`config.mk`:
```
export PLATFORM = sky130hd
export DESIGN_NAME = lcd_command_decoder
export DESIGN_NICKNAME = d
export VERILOG_FILES = /design/src/inc/lcd_cmd_pkg.sv /design/src/rtl/window_counter.sv /design/src/rtl/divider_tick.sv /design/src/rtl/lcd_command_decoder.sv
export SDC_FILE = /design/constraint.sdc
export NUM_CORES = 1
export LEC_CHECK = 0
export ABC_AREA = 0
export BUFFER_PORTS_ARGS = -buffer_cell sky130_fd_sc_hd__buf_2
export CORE_ASPECT_RATIO = 0.7
export CORE_MARGIN = 1.5
export CORE_UTILIZATION = 30
export CTS_BUF_LIST = sky130_fd_sc_hd__clkbuf_2 sky130_fd_sc_hd__clkbuf_4 sky130_fd_sc_hd__clkbuf_8
export CTS_CLUSTER_SIZE = 25
export DETAILED_ROUTE_END_ITERATION = 16
export PLACE_DENSITY_LB_ADDON = 0.2
export SLEW_MARGIN = 20
export SYNTH_ARGS = -nofsm -noshare
export SYNTH_HDL_FRONTEND = slang
export SYNTH_SLANG_ARGS = --single-unit
```
`constraint.sdc`:
```
create_clock -name pclk -period 6.4 [get_ports pclk]
set_input_delay 1.6 -clock pclk [delete_from_list [all_inputs] [get_ports pclk]]
set_output_delay 1.6 -clock pclk [all_outputs]
set_load 0.03 [all_outputs]
```
`src/inc/lcd_cmd_pkg.sv`:
```
// constants and carrier types of the lcd command decoder
// assumes an apb master on pclk and 8-bit host bytes tagged by the type bit HB_TYPE_BIT
package lcd_cmd_pkg;
	// opcodes
	localparam logic [7:0] OP_DISPLAY_ON    = 8'hAF;
	localparam logic [7:0] OP_DISPLAY_OFF   = 8'hAE;
	localparam logic [7:0] OP_NORMAL_IMAGE  = 8'hA6;
	localparam logic [7:0] OP_INVERSE_IMAGE = 8'hA7;
	localparam logic [7:0] OP_COMMON_SCAN   = 8'hBB;
	localparam logic [7:0] OP_DISP_TIMING   = 8'hCA;
	localparam logic [7:0] OP_SLEEP_ENTER   = 8'h95;
	localparam logic [7:0] OP_SLEEP_EXIT    = 8'h94;
	localparam logic [7:0] OP_PAGE_WINDOW   = 8'h75;
	localparam logic [7:0] OP_COLUMN_WINDOW = 8'h15;
	localparam logic [7:0] OP_DATA_LAYOUT   = 8'hBC;
	localparam logic [7:0] OP_MEMORY_WRITE  = 8'h5C;
	localparam logic [7:0] OP_VOLUME_UP     = 8'hD6;
	localparam logic [7:0] OP_VOLUME_DOWN   = 8'hD7;

	// register byte addresses
	localparam logic [7:0] ADDR_HOST_BYTE = 8'h00;
	localparam logic [7:0] ADDR_STATUS    = 8'h04;
	localparam logic [7:0] ADDR_TIMING    = 8'h08;
	localparam logic [7:0] ADDR_WINDOW    = 8'h0C;
	localparam logic [7:0] ADDR_ADDRESS   = 8'h10;
	localparam logic [7:0] ADDR_LAYOUT    = 8'h14;

	// host byte register fields
	localparam int HB_TYPE_BIT = 8;

	// reset values
	localparam logic [1:0] RST_CLOCK_DIV   = 2'h0;
	localparam logic [1:0] RST_PATTERN     = 2'h0;
	localparam logic [5:0] RST_DUTY        = 6'h27;
	localparam logic [3:0] RST_INV_LINES   = 4'hA;
	localparam logic [2:0] RST_RGB_ORDER   = 3'h0;
	localparam logic [2:0] RST_GRAY_MODE   = 3'h2;
	localparam logic [2:0] RST_SCAN_ORDER  = 3'h0;
	localparam logic [5:0] RST_VOLUME      = 6'h20;
	localparam logic [7:0] RST_WIN_END     = 8'hFF;

	// limits
	localparam logic [5:0] VOLUME_MAX      = 6'h3F;
	localparam logic [5:0] VOLUME_MIN      = 6'h00;
	localparam logic [3:0] INV_LINES_MIN   = 4'h1;

	// line clock and pattern counts
	localparam logic [7:0] DIV_LOAD_2      = 8'h01;
	localparam logic [7:0] DIV_LOAD_4      = 8'h03;
	localparam logic [7:0] DIV_LOAD_8      = 8'h07;
	localparam logic [7:0] DIV_LOAD_1      = 8'h00;
	localparam logic [7:0] PAT_LINES_8     = 8'h07;
	localparam logic [7:0] PAT_LINES_4     = 8'h03;
	localparam logic [7:0] PAT_LINES_16    = 8'h0F;

	// decoder states
	typedef enum logic [3:0] {
		ST_IDLE   = 4'b0001,
		ST_PARAM  = 4'b0010,
		ST_WRITE  = 4'b0100,
		ST_IGNORE = 4'b1000
	} dec_state_t;

	// timing settings
	typedef struct packed {
		logic [1:0] clock_div;
		logic [1:0] pattern;
		logic [5:0] duty;
		logic [3:0] inv_lines;
	} timing_t;

	// address window
	typedef struct packed {
		logic [7:0] page_start;
		logic [7:0] page_end;
		logic [7:0] col_start;
		logic [7:0] col_end;
	} window_t;

	// data layout settings
	typedef struct packed {
		logic       page_invert;
		logic       col_reverse;
		logic       page_dir;
		logic [2:0] rgb_order;
		logic [2:0] gray_mode;
	} layout_t;
endpackage

```
`src/rtl/window_counter.sv`:
```
// one axis of the ram address walk: counts start..end and wraps to start
// assumes start <= end is kept by the host
`timescale 1ns/1ps
module window_counter (
	input  wire logic       pclk,    // clock
	input  wire logic       presetn, // async reset, low
	input  wire logic       load,    // load start value
	input  wire logic       step,    // advance one position
	input  wire logic [7:0] start,   // window start
	input  wire logic [7:0] stop,    // window end
	output logic      [7:0] value,   // current address
	output logic            wrap     // at end, next step wraps
);
	logic [7:0] value_r;
	logic [7:0] value_nxt;

	// wrap when the end is reached so the other axis can carry
	assign wrap      = (value_r == stop);
	assign value_nxt = load ? start : (step ? (wrap ? start : value_r + 8'h01) : value_r);
	assign value     = value_r;

	// address register
	always_ff @(posedge pclk or negedge presetn) begin
		if (!presetn) begin
			value_r <= 8'h00;
		end else begin
			value_r <= value_nxt;
		end
	end
endmodule // window_counter

```
`src/rtl/divider_tick.sv`:
```
// programmable tick generator: one pulse every (load+1) advance events while run is high
// assumes load changes only while the display is off
`timescale 1ns/1ps
module divider_tick (
	input  wire logic       pclk,    // clock
	input  wire logic       presetn, // async reset, low
	input  wire logic       run,     // counting enabled
	input  wire logic       advance, // count event
	input  wire logic [7:0] load,    // terminal count
	output logic            tick     // one-cycle pulse at terminal
);
	logic [7:0] count_r;
	logic [7:0] count_nxt;
	logic       at_end;

	assign at_end    = (count_r >= load);
	assign tick      = run && advance && at_end;
	assign count_nxt = !run ? 8'h00 : (advance ? (at_end ? 8'h00 : count_r + 8'h01) : count_r);

	// counter held at zero while stopped so a restart is aligned
	always_ff @(posedge pclk or negedge presetn) begin
		if (!presetn) begin
			count_r <= 8'h00;
		end else begin
			count_r <= count_nxt;
		end
	end
endmodule // divider_tick

```
`src/rtl/lcd_command_decoder.sv`:
```
// apb slave command decoder of a colour lcd driver
// assumes an apb master on pclk; host bytes are written to the host byte register
// Summary of operation
// type bit low is opcode, high is parameter
// display on drives outputs from data
// display on refused while sleeping
// display off forces mid level, blank low
// inverse flips image, normal restores it
// scan order: three bits, two halves
// host sets timing before sleep exit
// timing p1 high bits pick line divider
// timing p1 low bits pick pattern period
// timing p2 is duty lines/4 minus one
// timing p3 is inversion lines minus one
// sleep enter: sleep pin low, blank low
// sleep exit drives sleep pin high
// page window wraps page, steps column
// column window wraps column, steps page
// host gives window pairs, start below end
// layout p1: page invert, column reverse, direction
// layout p2 selects rgb placement
// volume opcodes step setting by one
// don't care parameter bits are ignored
// parameters counted; new opcode ends collection
// layout p3 selects gray depth
// rgb placement resets to zero
// memory write loads start, data advances
`timescale 1ns/1ps
module lcd_command_decoder (
	input  wire logic        pclk,            // 40 MHz clock
	input  wire logic        presetn,         // async reset, low
	input  wire logic        psel,            // apb select
	input  wire logic        penable,         // apb access phase
	input  wire logic        pwrite,          // apb direction
	input  wire logic [7:0]  paddr,           // apb byte address
	input  wire logic [31:0] pwdata,          // apb write data
	output logic      [31:0] prdata,          // apb read data
	output logic             pready,          // apb ready
	output logic             pslverr,         // apb error
	output logic             sleep_out_n,     // low while asleep
	output logic             panel_blank_n,   // low while blanked
	output logic             mid_drive_level, // outputs forced to mid level
	output logic             image_invert,    // shown image inverted
	output logic             supply_short,    // lcd supply tied to ground
	output logic             line_clock,      // line clock pulse
	output logic             drive_pattern_a, // drive pattern phase a
	output logic             drive_pattern_b, // drive pattern phase b
	output logic             frame_polarity,  // frame polarity
	output logic      [2:0]  scan_order,      // common scan order
	output logic      [5:0]  volume,          // electronic volume step
	output logic             ram_we,          // one-cycle ram write strobe
	output logic      [7:0]  ram_page,        // ram page address
	output logic      [7:0]  ram_col,         // ram column address
	output logic      [7:0]  ram_data         // ram write data
);
	lcd_cmd_pkg::dec_state_t state_r, state_nxt;
	lcd_cmd_pkg::timing_t    timing_r;
	lcd_cmd_pkg::window_t    window_r;
	lcd_cmd_pkg::layout_t    layout_r;
	logic [7:0]  opcode_r;
	logic [4:0]  pidx_r;
	logic [7:0]  pstash_r;
	logic        asleep_r;
	logic        disp_on_r;
	logic        invert_r;
	logic [2:0]  scan_r;
	logic [5:0]  volume_r;
	logic        we_r;
	logic [7:0]  data_r;
	logic [31:0] prdata_r;
	logic        pready_r;
	logic        pslverr_r;
	logic        cl_r, pa_r, pb_r, fr_r;

	// apb decode, each access answers one cycle into its access phase
	wire         access    = psel && penable && !pready_r;
	wire         wr_access = access && pwrite;
	wire         hit_host  = (paddr == lcd_cmd_pkg::ADDR_HOST_BYTE);
	wire         hit_stat  = (paddr == lcd_cmd_pkg::ADDR_STATUS);
	wire         hit_tim   = (paddr == lcd_cmd_pkg::ADDR_TIMING);
	wire         hit_win   = (paddr == lcd_cmd_pkg::ADDR_WINDOW);
	wire         hit_addr  = (paddr == lcd_cmd_pkg::ADDR_ADDRESS);
	wire         hit_lay   = (paddr == lcd_cmd_pkg::ADDR_LAYOUT);
	wire         mapped    = hit_host | hit_stat | hit_tim | hit_win | hit_addr | hit_lay;
	wire         host_wr   = wr_access && hit_host;
	wire         is_param  = pwdata[lcd_cmd_pkg::HB_TYPE_BIT];
	wire [7:0]   hbyte     = pwdata[7:0];
	wire         op_strobe = host_wr && !is_param;
	wire         pm_strobe = host_wr && is_param;

	// parameter count of the opcode being taken, else of the one collecting;
	// unknown opcodes swallow their bytes
	wire [7:0] cnt_op    = op_strobe ? hbyte : opcode_r;
	wire [4:0] pcount =
		(cnt_op == lcd_cmd_pkg::OP_COMMON_SCAN)   ? 5'h01 :
		(cnt_op == lcd_cmd_pkg::OP_DISP_TIMING)   ? 5'h03 :
		(cnt_op == lcd_cmd_pkg::OP_PAGE_WINDOW)   ? 5'h02 :
		(cnt_op == lcd_cmd_pkg::OP_COLUMN_WINDOW) ? 5'h02 :
		(cnt_op == lcd_cmd_pkg::OP_DATA_LAYOUT)   ? 5'h03 : 5'h00;
	wire       in_param  = (state_r == lcd_cmd_pkg::ST_PARAM);
	wire       in_write  = (state_r == lcd_cmd_pkg::ST_WRITE);
	wire       take_par  = pm_strobe && in_param;
	wire       last_par  = take_par && (pidx_r == pcount - 5'h01);
	wire       wants_par = (pcount != 5'h00);
	wire       p0        = take_par && (pidx_r == 5'h00);
	wire       p1        = take_par && (pidx_r == 5'h01);
	wire       p2        = take_par && (pidx_r == 5'h02);
	wire       op_is_tim = (opcode_r == lcd_cmd_pkg::OP_DISP_TIMING);
	wire       op_is_pg  = (opcode_r == lcd_cmd_pkg::OP_PAGE_WINDOW);
	wire       op_is_cl  = (opcode_r == lcd_cmd_pkg::OP_COLUMN_WINDOW);
	wire       op_is_lay = (opcode_r == lcd_cmd_pkg::OP_DATA_LAYOUT);
	wire       op_is_scn = (opcode_r == lcd_cmd_pkg::OP_COMMON_SCAN);
	wire       op_mw     = op_strobe && (hbyte == lcd_cmd_pkg::OP_MEMORY_WRITE);

	// decoder state: new opcode always restarts collection
	always_comb begin
		state_nxt = state_r;
		if (op_strobe) begin
			if (hbyte == lcd_cmd_pkg::OP_MEMORY_WRITE) begin
				state_nxt = lcd_cmd_pkg::ST_WRITE;
			end else if (wants_par) begin
				state_nxt = lcd_cmd_pkg::ST_PARAM;
			end else begin
				state_nxt = lcd_cmd_pkg::ST_IGNORE;
			end
		end else if (last_par) begin
			state_nxt = lcd_cmd_pkg::ST_IDLE;
		end
	end

	always_ff @(posedge pclk or negedge presetn) begin
		if (!presetn) begin
			state_r  <= lcd_cmd_pkg::ST_IDLE;
			opcode_r <= 8'h00;
			pidx_r   <= 5'h00;
		end else begin
			state_r  <= state_nxt;
			opcode_r <= op_strobe ? hbyte : opcode_r;
			pidx_r   <= op_strobe ? 5'h00 : (take_par ? pidx_r + 5'h01 : pidx_r);
		end
	end

	// single-byte opcodes: display, image, sleep, volume
	wire op_on   = op_strobe && (hbyte == lcd_cmd_pkg::OP_DISPLAY_ON);
	wire op_off  = op_strobe && (hbyte == lcd_cmd_pkg::OP_DISPLAY_OFF);
	wire op_slin = op_strobe && (hbyte == lcd_cmd_pkg::OP_SLEEP_ENTER);
	wire op_slou = op_strobe && (hbyte == lcd_cmd_pkg::OP_SLEEP_EXIT);
	wire op_vup  = op_strobe && (hbyte == lcd_cmd_pkg::OP_VOLUME_UP);
	wire op_vdn  = op_strobe && (hbyte == lcd_cmd_pkg::OP_VOLUME_DOWN);
	always_ff @(posedge pclk or negedge presetn) begin
		if (!presetn) begin
			asleep_r  <= 1'b1;
			disp_on_r <= 1'b0;
			invert_r  <= 1'b0;
			volume_r  <= lcd_cmd_pkg::RST_VOLUME;
		end else begin
			if (op_slin) begin
				asleep_r  <= 1'b1;
				disp_on_r <= 1'b0;
			end else if (op_slou) begin
				asleep_r <= 1'b0;
			end
			if (op_on && !asleep_r) begin
				disp_on_r <= 1'b1;
			end else if (op_off) begin
				disp_on_r <= 1'b0;
			end
			if (op_strobe && (hbyte == lcd_cmd_pkg::OP_INVERSE_IMAGE)) begin
				invert_r <= 1'b1;
			end else if (op_strobe && (hbyte == lcd_cmd_pkg::OP_NORMAL_IMAGE)) begin
				invert_r <= 1'b0;
			end
			// saturate rather than wrap so a stray step cannot jump the contrast
			if (op_vup && volume_r != lcd_cmd_pkg::VOLUME_MAX) begin
				volume_r <= volume_r + 6'h01;
			end else if (op_vdn && volume_r != lcd_cmd_pkg::VOLUME_MIN) begin
				volume_r <= volume_r - 6'h01;
			end
		end
	end

	// parameter capture; only defined bits are kept
	always_ff @(posedge pclk or negedge presetn) begin
		if (!presetn) begin
			scan_r   <= lcd_cmd_pkg::RST_SCAN_ORDER;
			timing_r <= '{lcd_cmd_pkg::RST_CLOCK_DIV, lcd_cmd_pkg::RST_PATTERN,
				lcd_cmd_pkg::RST_DUTY, lcd_cmd_pkg::RST_INV_LINES};
			window_r <= '{8'h00, lcd_cmd_pkg::RST_WIN_END, 8'h00, lcd_cmd_pkg::RST_WIN_END};
			layout_r <= '{1'b0, 1'b0, 1'b0, lcd_cmd_pkg::RST_RGB_ORDER,
				lcd_cmd_pkg::RST_GRAY_MODE};
			pstash_r <= 8'h00;
		end else begin
			pstash_r <= take_par ? hbyte : pstash_r;
			if (p0 && op_is_scn) begin
				scan_r <= hbyte[2:0];
			end
			if (p0 && op_is_tim) begin
				timing_r.clock_div <= hbyte[3:2];
				timing_r.pattern   <= hbyte[1:0];
			end
			if (p1 && op_is_tim) begin
				timing_r.duty <= hbyte[5:0];
			end
			if (p2 && op_is_tim) begin
				// below two lines is not allowed, clamp to the shortest interval
				timing_r.inv_lines <= (hbyte[3:0] < lcd_cmd_pkg::INV_LINES_MIN) ?
					lcd_cmd_pkg::INV_LINES_MIN : hbyte[3:0];
			end
			// window pair takes effect only once both bytes arrived
			if (p1 && op_is_pg) begin
				window_r.page_start <= pstash_r;
				window_r.page_end   <= hbyte;
			end
			if (p1 && op_is_cl) begin
				window_r.col_start <= pstash_r;
				window_r.col_end   <= hbyte;
			end
			if (p0 && op_is_lay) begin
				layout_r.page_invert <= hbyte[0];
				layout_r.col_reverse <= hbyte[1];
				layout_r.page_dir    <= hbyte[2];
			end
			if (p1 && op_is_lay) begin
				layout_r.rgb_order <= hbyte[2:0];
			end
			if (p2 && op_is_lay) begin
				layout_r.gray_mode <= hbyte[2:0];
			end
		end
	end

	// memory write walk; inner axis chosen by the scan direction
	wire       data_byte = pm_strobe && in_write;
	wire       pg_wrap, cl_wrap;
	wire [7:0] pg_val, cl_val;
	wire       pg_step   = data_byte && (layout_r.page_dir || cl_wrap);
	wire       cl_step   = data_byte && (!layout_r.page_dir || pg_wrap);
	window_counter u_page (
		.pclk    (pclk),
		.presetn (presetn),
		.load    (op_mw),
		.step    (pg_step),
		.start   (window_r.page_start),
		.stop    (window_r.page_end),
		.value   (pg_val),
		.wrap    (pg_wrap)
	);
	window_counter u_col (
		.pclk    (pclk),
		.presetn (presetn),
		.load    (op_mw),
		.step    (cl_step),
		.start   (window_r.col_start),
		.stop    (window_r.col_end),
		.value   (cl_val),
		.wrap    (cl_wrap)
	);
	// inversion flags mirror the address seen by the ram
	wire [7:0] phys_page = layout_r.page_invert ? ~pg_val : pg_val;
	wire [7:0] phys_col  = layout_r.col_reverse ? ~cl_val : cl_val;

	// write strobe carries the address used before the step
	always_ff @(posedge pclk or negedge presetn) begin
		if (!presetn) begin
			we_r     <= 1'b0;
			data_r   <= 8'h00;
			ram_page <= 8'h00;
			ram_col  <= 8'h00;
		end else begin
			we_r     <= data_byte;
			data_r   <= data_byte ? hbyte : data_r;
			ram_page <= data_byte ? phys_page : ram_page;
			ram_col  <= data_byte ? phys_col : ram_col;
		end
	end

	// display timing: line clock, drive pattern, frame polarity
	wire [7:0] div_load =
		(timing_r.clock_div == 2'h0) ? lcd_cmd_pkg::DIV_LOAD_2 :
		(timing_r.clock_div == 2'h1) ? lcd_cmd_pkg::DIV_LOAD_4 :
		(timing_r.clock_div == 2'h2) ? lcd_cmd_pkg::DIV_LOAD_8 : lcd_cmd_pkg::DIV_LOAD_1;
	wire [7:0] frame_lines = {timing_r.duty, 2'b11};
	wire [7:0] pat_load =
		(timing_r.pattern == 2'h0) ? lcd_cmd_pkg::PAT_LINES_8 :
		(timing_r.pattern == 2'h1) ? lcd_cmd_pkg::PAT_LINES_4 :
		(timing_r.pattern == 2'h2) ? lcd_cmd_pkg::PAT_LINES_16 : frame_lines;
	wire       line_tick, pat_tick, fr_tick;
	divider_tick u_line (
		.pclk    (pclk),
		.presetn (presetn),
		.run     (disp_on_r),
		.advance (1'b1),
		.load    (div_load),
		.tick    (line_tick)
	);
	divider_tick u_pattern (
		.pclk    (pclk),
		.presetn (presetn),
		.run     (disp_on_r),
		.advance (line_tick),
		.load    (pat_load),
		.tick    (pat_tick)
	);
	divider_tick u_frame (
		.pclk    (pclk),
		.presetn (presetn),
		.run     (disp_on_r),
		.advance (line_tick),
		.load    ({4'h0, timing_r.inv_lines}),
		.tick    (fr_tick)
	);
	always_ff @(posedge pclk or negedge presetn) begin
		if (!presetn) begin
			cl_r <= 1'b0;
			pa_r <= 1'b0;
			pb_r <= 1'b0;
			fr_r <= 1'b0;
		end else begin
			cl_r <= line_tick;
			pa_r <= !disp_on_r ? 1'b0 : (pat_tick ? !pa_r : pa_r);
			pb_r <= !disp_on_r ? 1'b0 : (pat_tick ? pa_r : !pa_r);
			fr_r <= !disp_on_r ? 1'b0 : (fr_tick ? !fr_r : fr_r);
		end
	end

	// apb response; unmapped addresses answer with slverr
	wire [31:0] rd_mux =
		hit_host ? {16'h0000, opcode_r, 3'h0, pidx_r} :
		hit_stat ? {24'h000000, state_r, invert_r, disp_on_r, asleep_r, 1'b0} :
		hit_tim  ? {18'h00000, timing_r} :
		hit_win  ? window_r :
		hit_addr ? {10'h000, volume_r, pg_val, cl_val} :
		hit_lay  ? {23'h000000, layout_r} : 32'h00000000;
	always_ff @(posedge pclk or negedge presetn) begin
		if (!presetn) begin
			pready_r  <= 1'b0;
			pslverr_r <= 1'b0;
			prdata_r  <= 32'h00000000;
		end else begin
			pready_r  <= access;
			pslverr_r <= access && !mapped;
			prdata_r  <= (access && !pwrite) ? rd_mux : 32'h00000000;
		end
	end

	// output flops; blanking and supply follow sleep and display state
	always_ff @(posedge pclk or negedge presetn) begin
		if (!presetn) begin
			sleep_out_n     <= 1'b0;
			panel_blank_n   <= 1'b0;
			mid_drive_level <= 1'b1;
			supply_short    <= 1'b1;
		end else begin
			sleep_out_n     <= !asleep_r;
			panel_blank_n   <= disp_on_r && !asleep_r;
			mid_drive_level <= !disp_on_r;
			supply_short    <= asleep_r;
		end
	end

	assign prdata          = prdata_r;
	assign pready          = pready_r;
	assign pslverr         = pslverr_r;
	assign image_invert    = invert_r;
	assign line_clock      = cl_r;
	assign drive_pattern_a = pa_r;
	assign drive_pattern_b = pb_r;
	assign frame_polarity  = fr_r;
	assign scan_order      = scan_r;
	assign volume          = volume_r;
	assign ram_we          = we_r;
	assign ram_data        = data_r;
endmodule // lcd_command_decoder

```
==> impl_metrics.env <==
export IMPL_power_total_mw=2.24
export IMPL_grt_max_degree=112
export IMPL_yosys_mux_area_fraction=0.0937
export IMPL_synth_compound_area_frac=0.113
export IMPL_synth_edf_count=0
export IMPL_start_util=0.306
export IMPL_grt_antenna_before_repair=0
export IMPL_fp_dieH_um=155
export IMPL_fin_nets=1083
export IMPL_period_share=0.685
export IMPL_synth_async_reset_ratio=1.00
export IMPL_initialDrtViolationCount=667
export IMPL_track_usage=0.176
export IMPL_stdcell_area_sq_um=11200
export IMPL_vias=7298
export IMPL_required_ns=6.84
export IMPL_power_density_nw_per_um2=200
export IMPL_crit_type="primary input to flip-flop"
export IMPL_rows=55
export IMPL_io_pins=122
export IMPL_synth_seq_area_share=0.506
export IMPL_cts_tree="done"
export IMPL_peakVddDrop_mv=0.106
export IMPL_skew_ns=0.0183
export IMPL_mostFrequentLayoutCells="dfrtp_1 (171), nand2_1 (118), buf_2 (97)"
export IMPL_post_cts_resized=0
export IMPL_ys_ff_latch=199
export IMPL_first_pass_iters=6
export IMPL_postCtsSetupRepairBufs=0
export IMPL_die_w_um=220
export IMPL_min_period_ns=4.38
export IMPL_synthAdderAreaFrac=0.0399
export IMPL_place_area_sq_um=10800
export IMPL_nFillCells=3312
export IMPL_finalWirelength_mm=28.9
export IMPL_ant_nets=0
export IMPL_synth_xor_xnor_area_share=0.0407
export IMPL_hp_class="flip-flop to flip-flop"
export IMPL_critPathCaptureType="flip-flop"
export IMPL_clk_path_buf_depth=2
export IMPL_fin_hold_ws_ns=0.442
export IMPL_route_detailed_drc=0
export IMPL_antenna_cells=0
export IMPL_cts_clk_slew_worst_paths_ns=0.11
export IMPL_hold_viol_final=0
export IMPL_multi_input_area_sq_um=4590
export IMPL_grt_remaining_overflow=0
export IMPL_cts_hold_buf=0
export IMPL_slew_headroom=0.342
export IMPL_crit_fanout=17
export IMPL_portBuffers=98
export IMPL_synth_cell_types=75
export IMPL_final_common_cell="dfrtp_1"
export IMPL_yosys_warnings=0
export IMPL_avgSynthCellArea_sq_um=10.6
export IMPL_max_freq_ghz=0.228
export IMPL_htree_num_levels=4
export IMPL_syn_to_final_growth_pct=13.1
export IMPL_drive_above_1_share=0.248
export IMPL_status="finished, final reports clean"
export IMPL_die_area_sq_um=34100
export IMPL_cts_root_buf="clkbuf_8"
export IMPL_ys_flop_type="dfrtp_1"
export IMPL_grt_pass1_wl_mm=44.4
export IMPL_rsz0062_at_grt="no"
export IMPL_wire_per_inst_um=20.0
export IMPL_yosys_area_share_simple=0.173
export IMPL_setup_tns_ns=0
export IMPL_p_leak_nw=5.43
export IMPL_cts_sinks=199
export IMPL_synth_top_family_by_area="simple AND/OR/NAND/NOR gates"
export IMPL_core_area_sq_um=32400
export IMPL_cts_made_buffers=17
export IMPL_setup_slack_ns=2.02
export IMPL_finalSetupViolations=0
export IMPL_syn_area_sq_um=9910
export IMPL_crit_arrival_ns=4.82
export IMPL_via_per_inst=5.05
export IMPL_worst_slew_pin_slew_ns=0.980
export IMPL_slew_violations=0
export IMPL_regArea_sq_um=5010
export IMPL_maxCapViolCount=0
export IMPL_place_ws_ns=1.49
export IMPL_gp_congestion=0.813
export IMPL_syn_inst=933
export IMPL_grt_pass1_vias=7048
export IMPL_place_hpwl_mm=20.1
export IMPL_startpoint_type="primary input"
export IMPL_worst_skew_pair_late_latency_ns=0.51
## sequential cells by signal, indices dropped and copies added (netlist names), 3 cells and up
register	flops
opcode_r	8
layout_r	9
frame_lines	6
u_frame.count_r	8
volume	6
ram_col	8
ram_data	8
ram_page	8
u_line.count_r	8
state_r	4
scan_order	3
prdata	32
u_page.value	8
u_pattern.count_r	8
u_col.value	8
pstash_r	8
timing_r	8
pidx_r	5
window_r	32
## synthesized netlist by cell type, types with 3 or more instances
master,number,area share
xnor2_1,22,0.019
buf_2,7,0.0035
o211ai_1,4,0.0030
o21bai_1,4,0.0030
a21o_1,9,0.0068
nand4b_1,3,0.0027
nand2b_1,21,0.013
buf_6,4,0.0045
nand3b_1,6,0.0045
mux2i_1,8,0.0081
a21oi_1,40,0.020
and2_1,13,0.0082
a222oi_1,13,0.013
o21ai_0,61,0.031
o2bb2ai_1,3,0.0027
mux2_2,62,0.070
dfstp_2,28,0.074
buf_1,5,0.0019
inv_1,25,0.0095
nor4_1,11,0.0069
xor2_1,24,0.021
o21ai_1,3,0.0015
nor3b_1,5,0.0038
dfrtp_1,171,0.43
nor2b_1,6,0.0038
o21a_1,4,0.0030
nand2_1,118,0.045
nand3_1,31,0.016
a211o_1,3,0.0027
a22o_1,5,0.0044
ha_1,30,0.038
or3_1,6,0.0038
and3_1,18,0.011
clkbuf_1,34,0.013
mux2_4,10,0.015
a22oi_1,8,0.0061
nand4_1,8,0.0051
nor3_1,16,0.0081
nor2_1,39,0.015
## cell type report
cell class,count,area share
sequential,199,0.447
multi-input combinational,661,0.410
timing repair buffer,103,0.0490
tap,427,0.0477
clock buffer,21,0.0247
clock inverter,10,0.0128
inverter,25,0.00837
## worst max-delay path, stage by stage
cell	delay (ns)
buf_2	0.12
nor4_1	0.62
nand4b_1	0.18
buf_4	0.25
nor4_1	0.43
nand2_1	0.25
ha_1	0.36
a211oi_1	0.21
o21bai_1	0.10
a21oi_1	0.16
mux2_2	0.34
nand2_1	0.08
xnor2_1	0.11
## cell families after synthesis
| family | count (synthesis) |
|---|---|
| AO/OA/AOI/OAI | 174 |
| XOR/XNOR | 46 |
| adder cells (fa/ha/maj) | 31 |
| buffers and inverters | 76 |
| flip-flops | 199 |
| multiplexers | 80 |
| other | 1 |
| AND/OR/NAND/NOR | 326 |
## where the power goes
| group | internal, mW | leakage (nW) | switching (mW) |
|---|---|---|---|
| clock network | 0.418 | 0.218 | 0.480 |
| logic | 0.0144 | 2.56 | 0.0632 |
| registers | 1.26 | 2.65 | 0.00141 |
| total | 1.69 | 5.43 | 0.544 |
## per-layer routing
metal | share of wire | routed length [um] | vias to the layer above | GRT usage
met3 | 0.051 | 1460 | 17 | 0.0401
li1 | - | - | 3448 | -
met2 | 0.42 | 12100 | 171 | 0.246
met1 | 0.52 | 15100 | 3662 | 0.270
met5 | 0 | 0 | - | 0
met4 | 0.0094 | 272 | 0 | 0.0424
## metrics by stage
step,cells,util
2_1_floorplan,936,-
6_report,1446,0.346
3_5_place_dp,1415,0.333
4_1_cts,1446,0.346
5_1_grt,1446,0.346
3_3_place_gp,1415,0.333
## path summary, 6_finish.rpt
kind	to	cells past startpoint	slack [ns]	start
min in group asynchronous	ram_we	1	1.10	presetn
max in group asynchronous	volume[1]	2	4.22	presetn
worst max register to register	volume[5]	12	3.16	pready
worst min register to register	supply_short	0	0.44	asleep_r
worst max-delay path	volume[5]	13	2.02	paddr[4]
worst min-delay path	supply_short	0	0.44	asleep_r
Power figures use the tool's default switching activity.
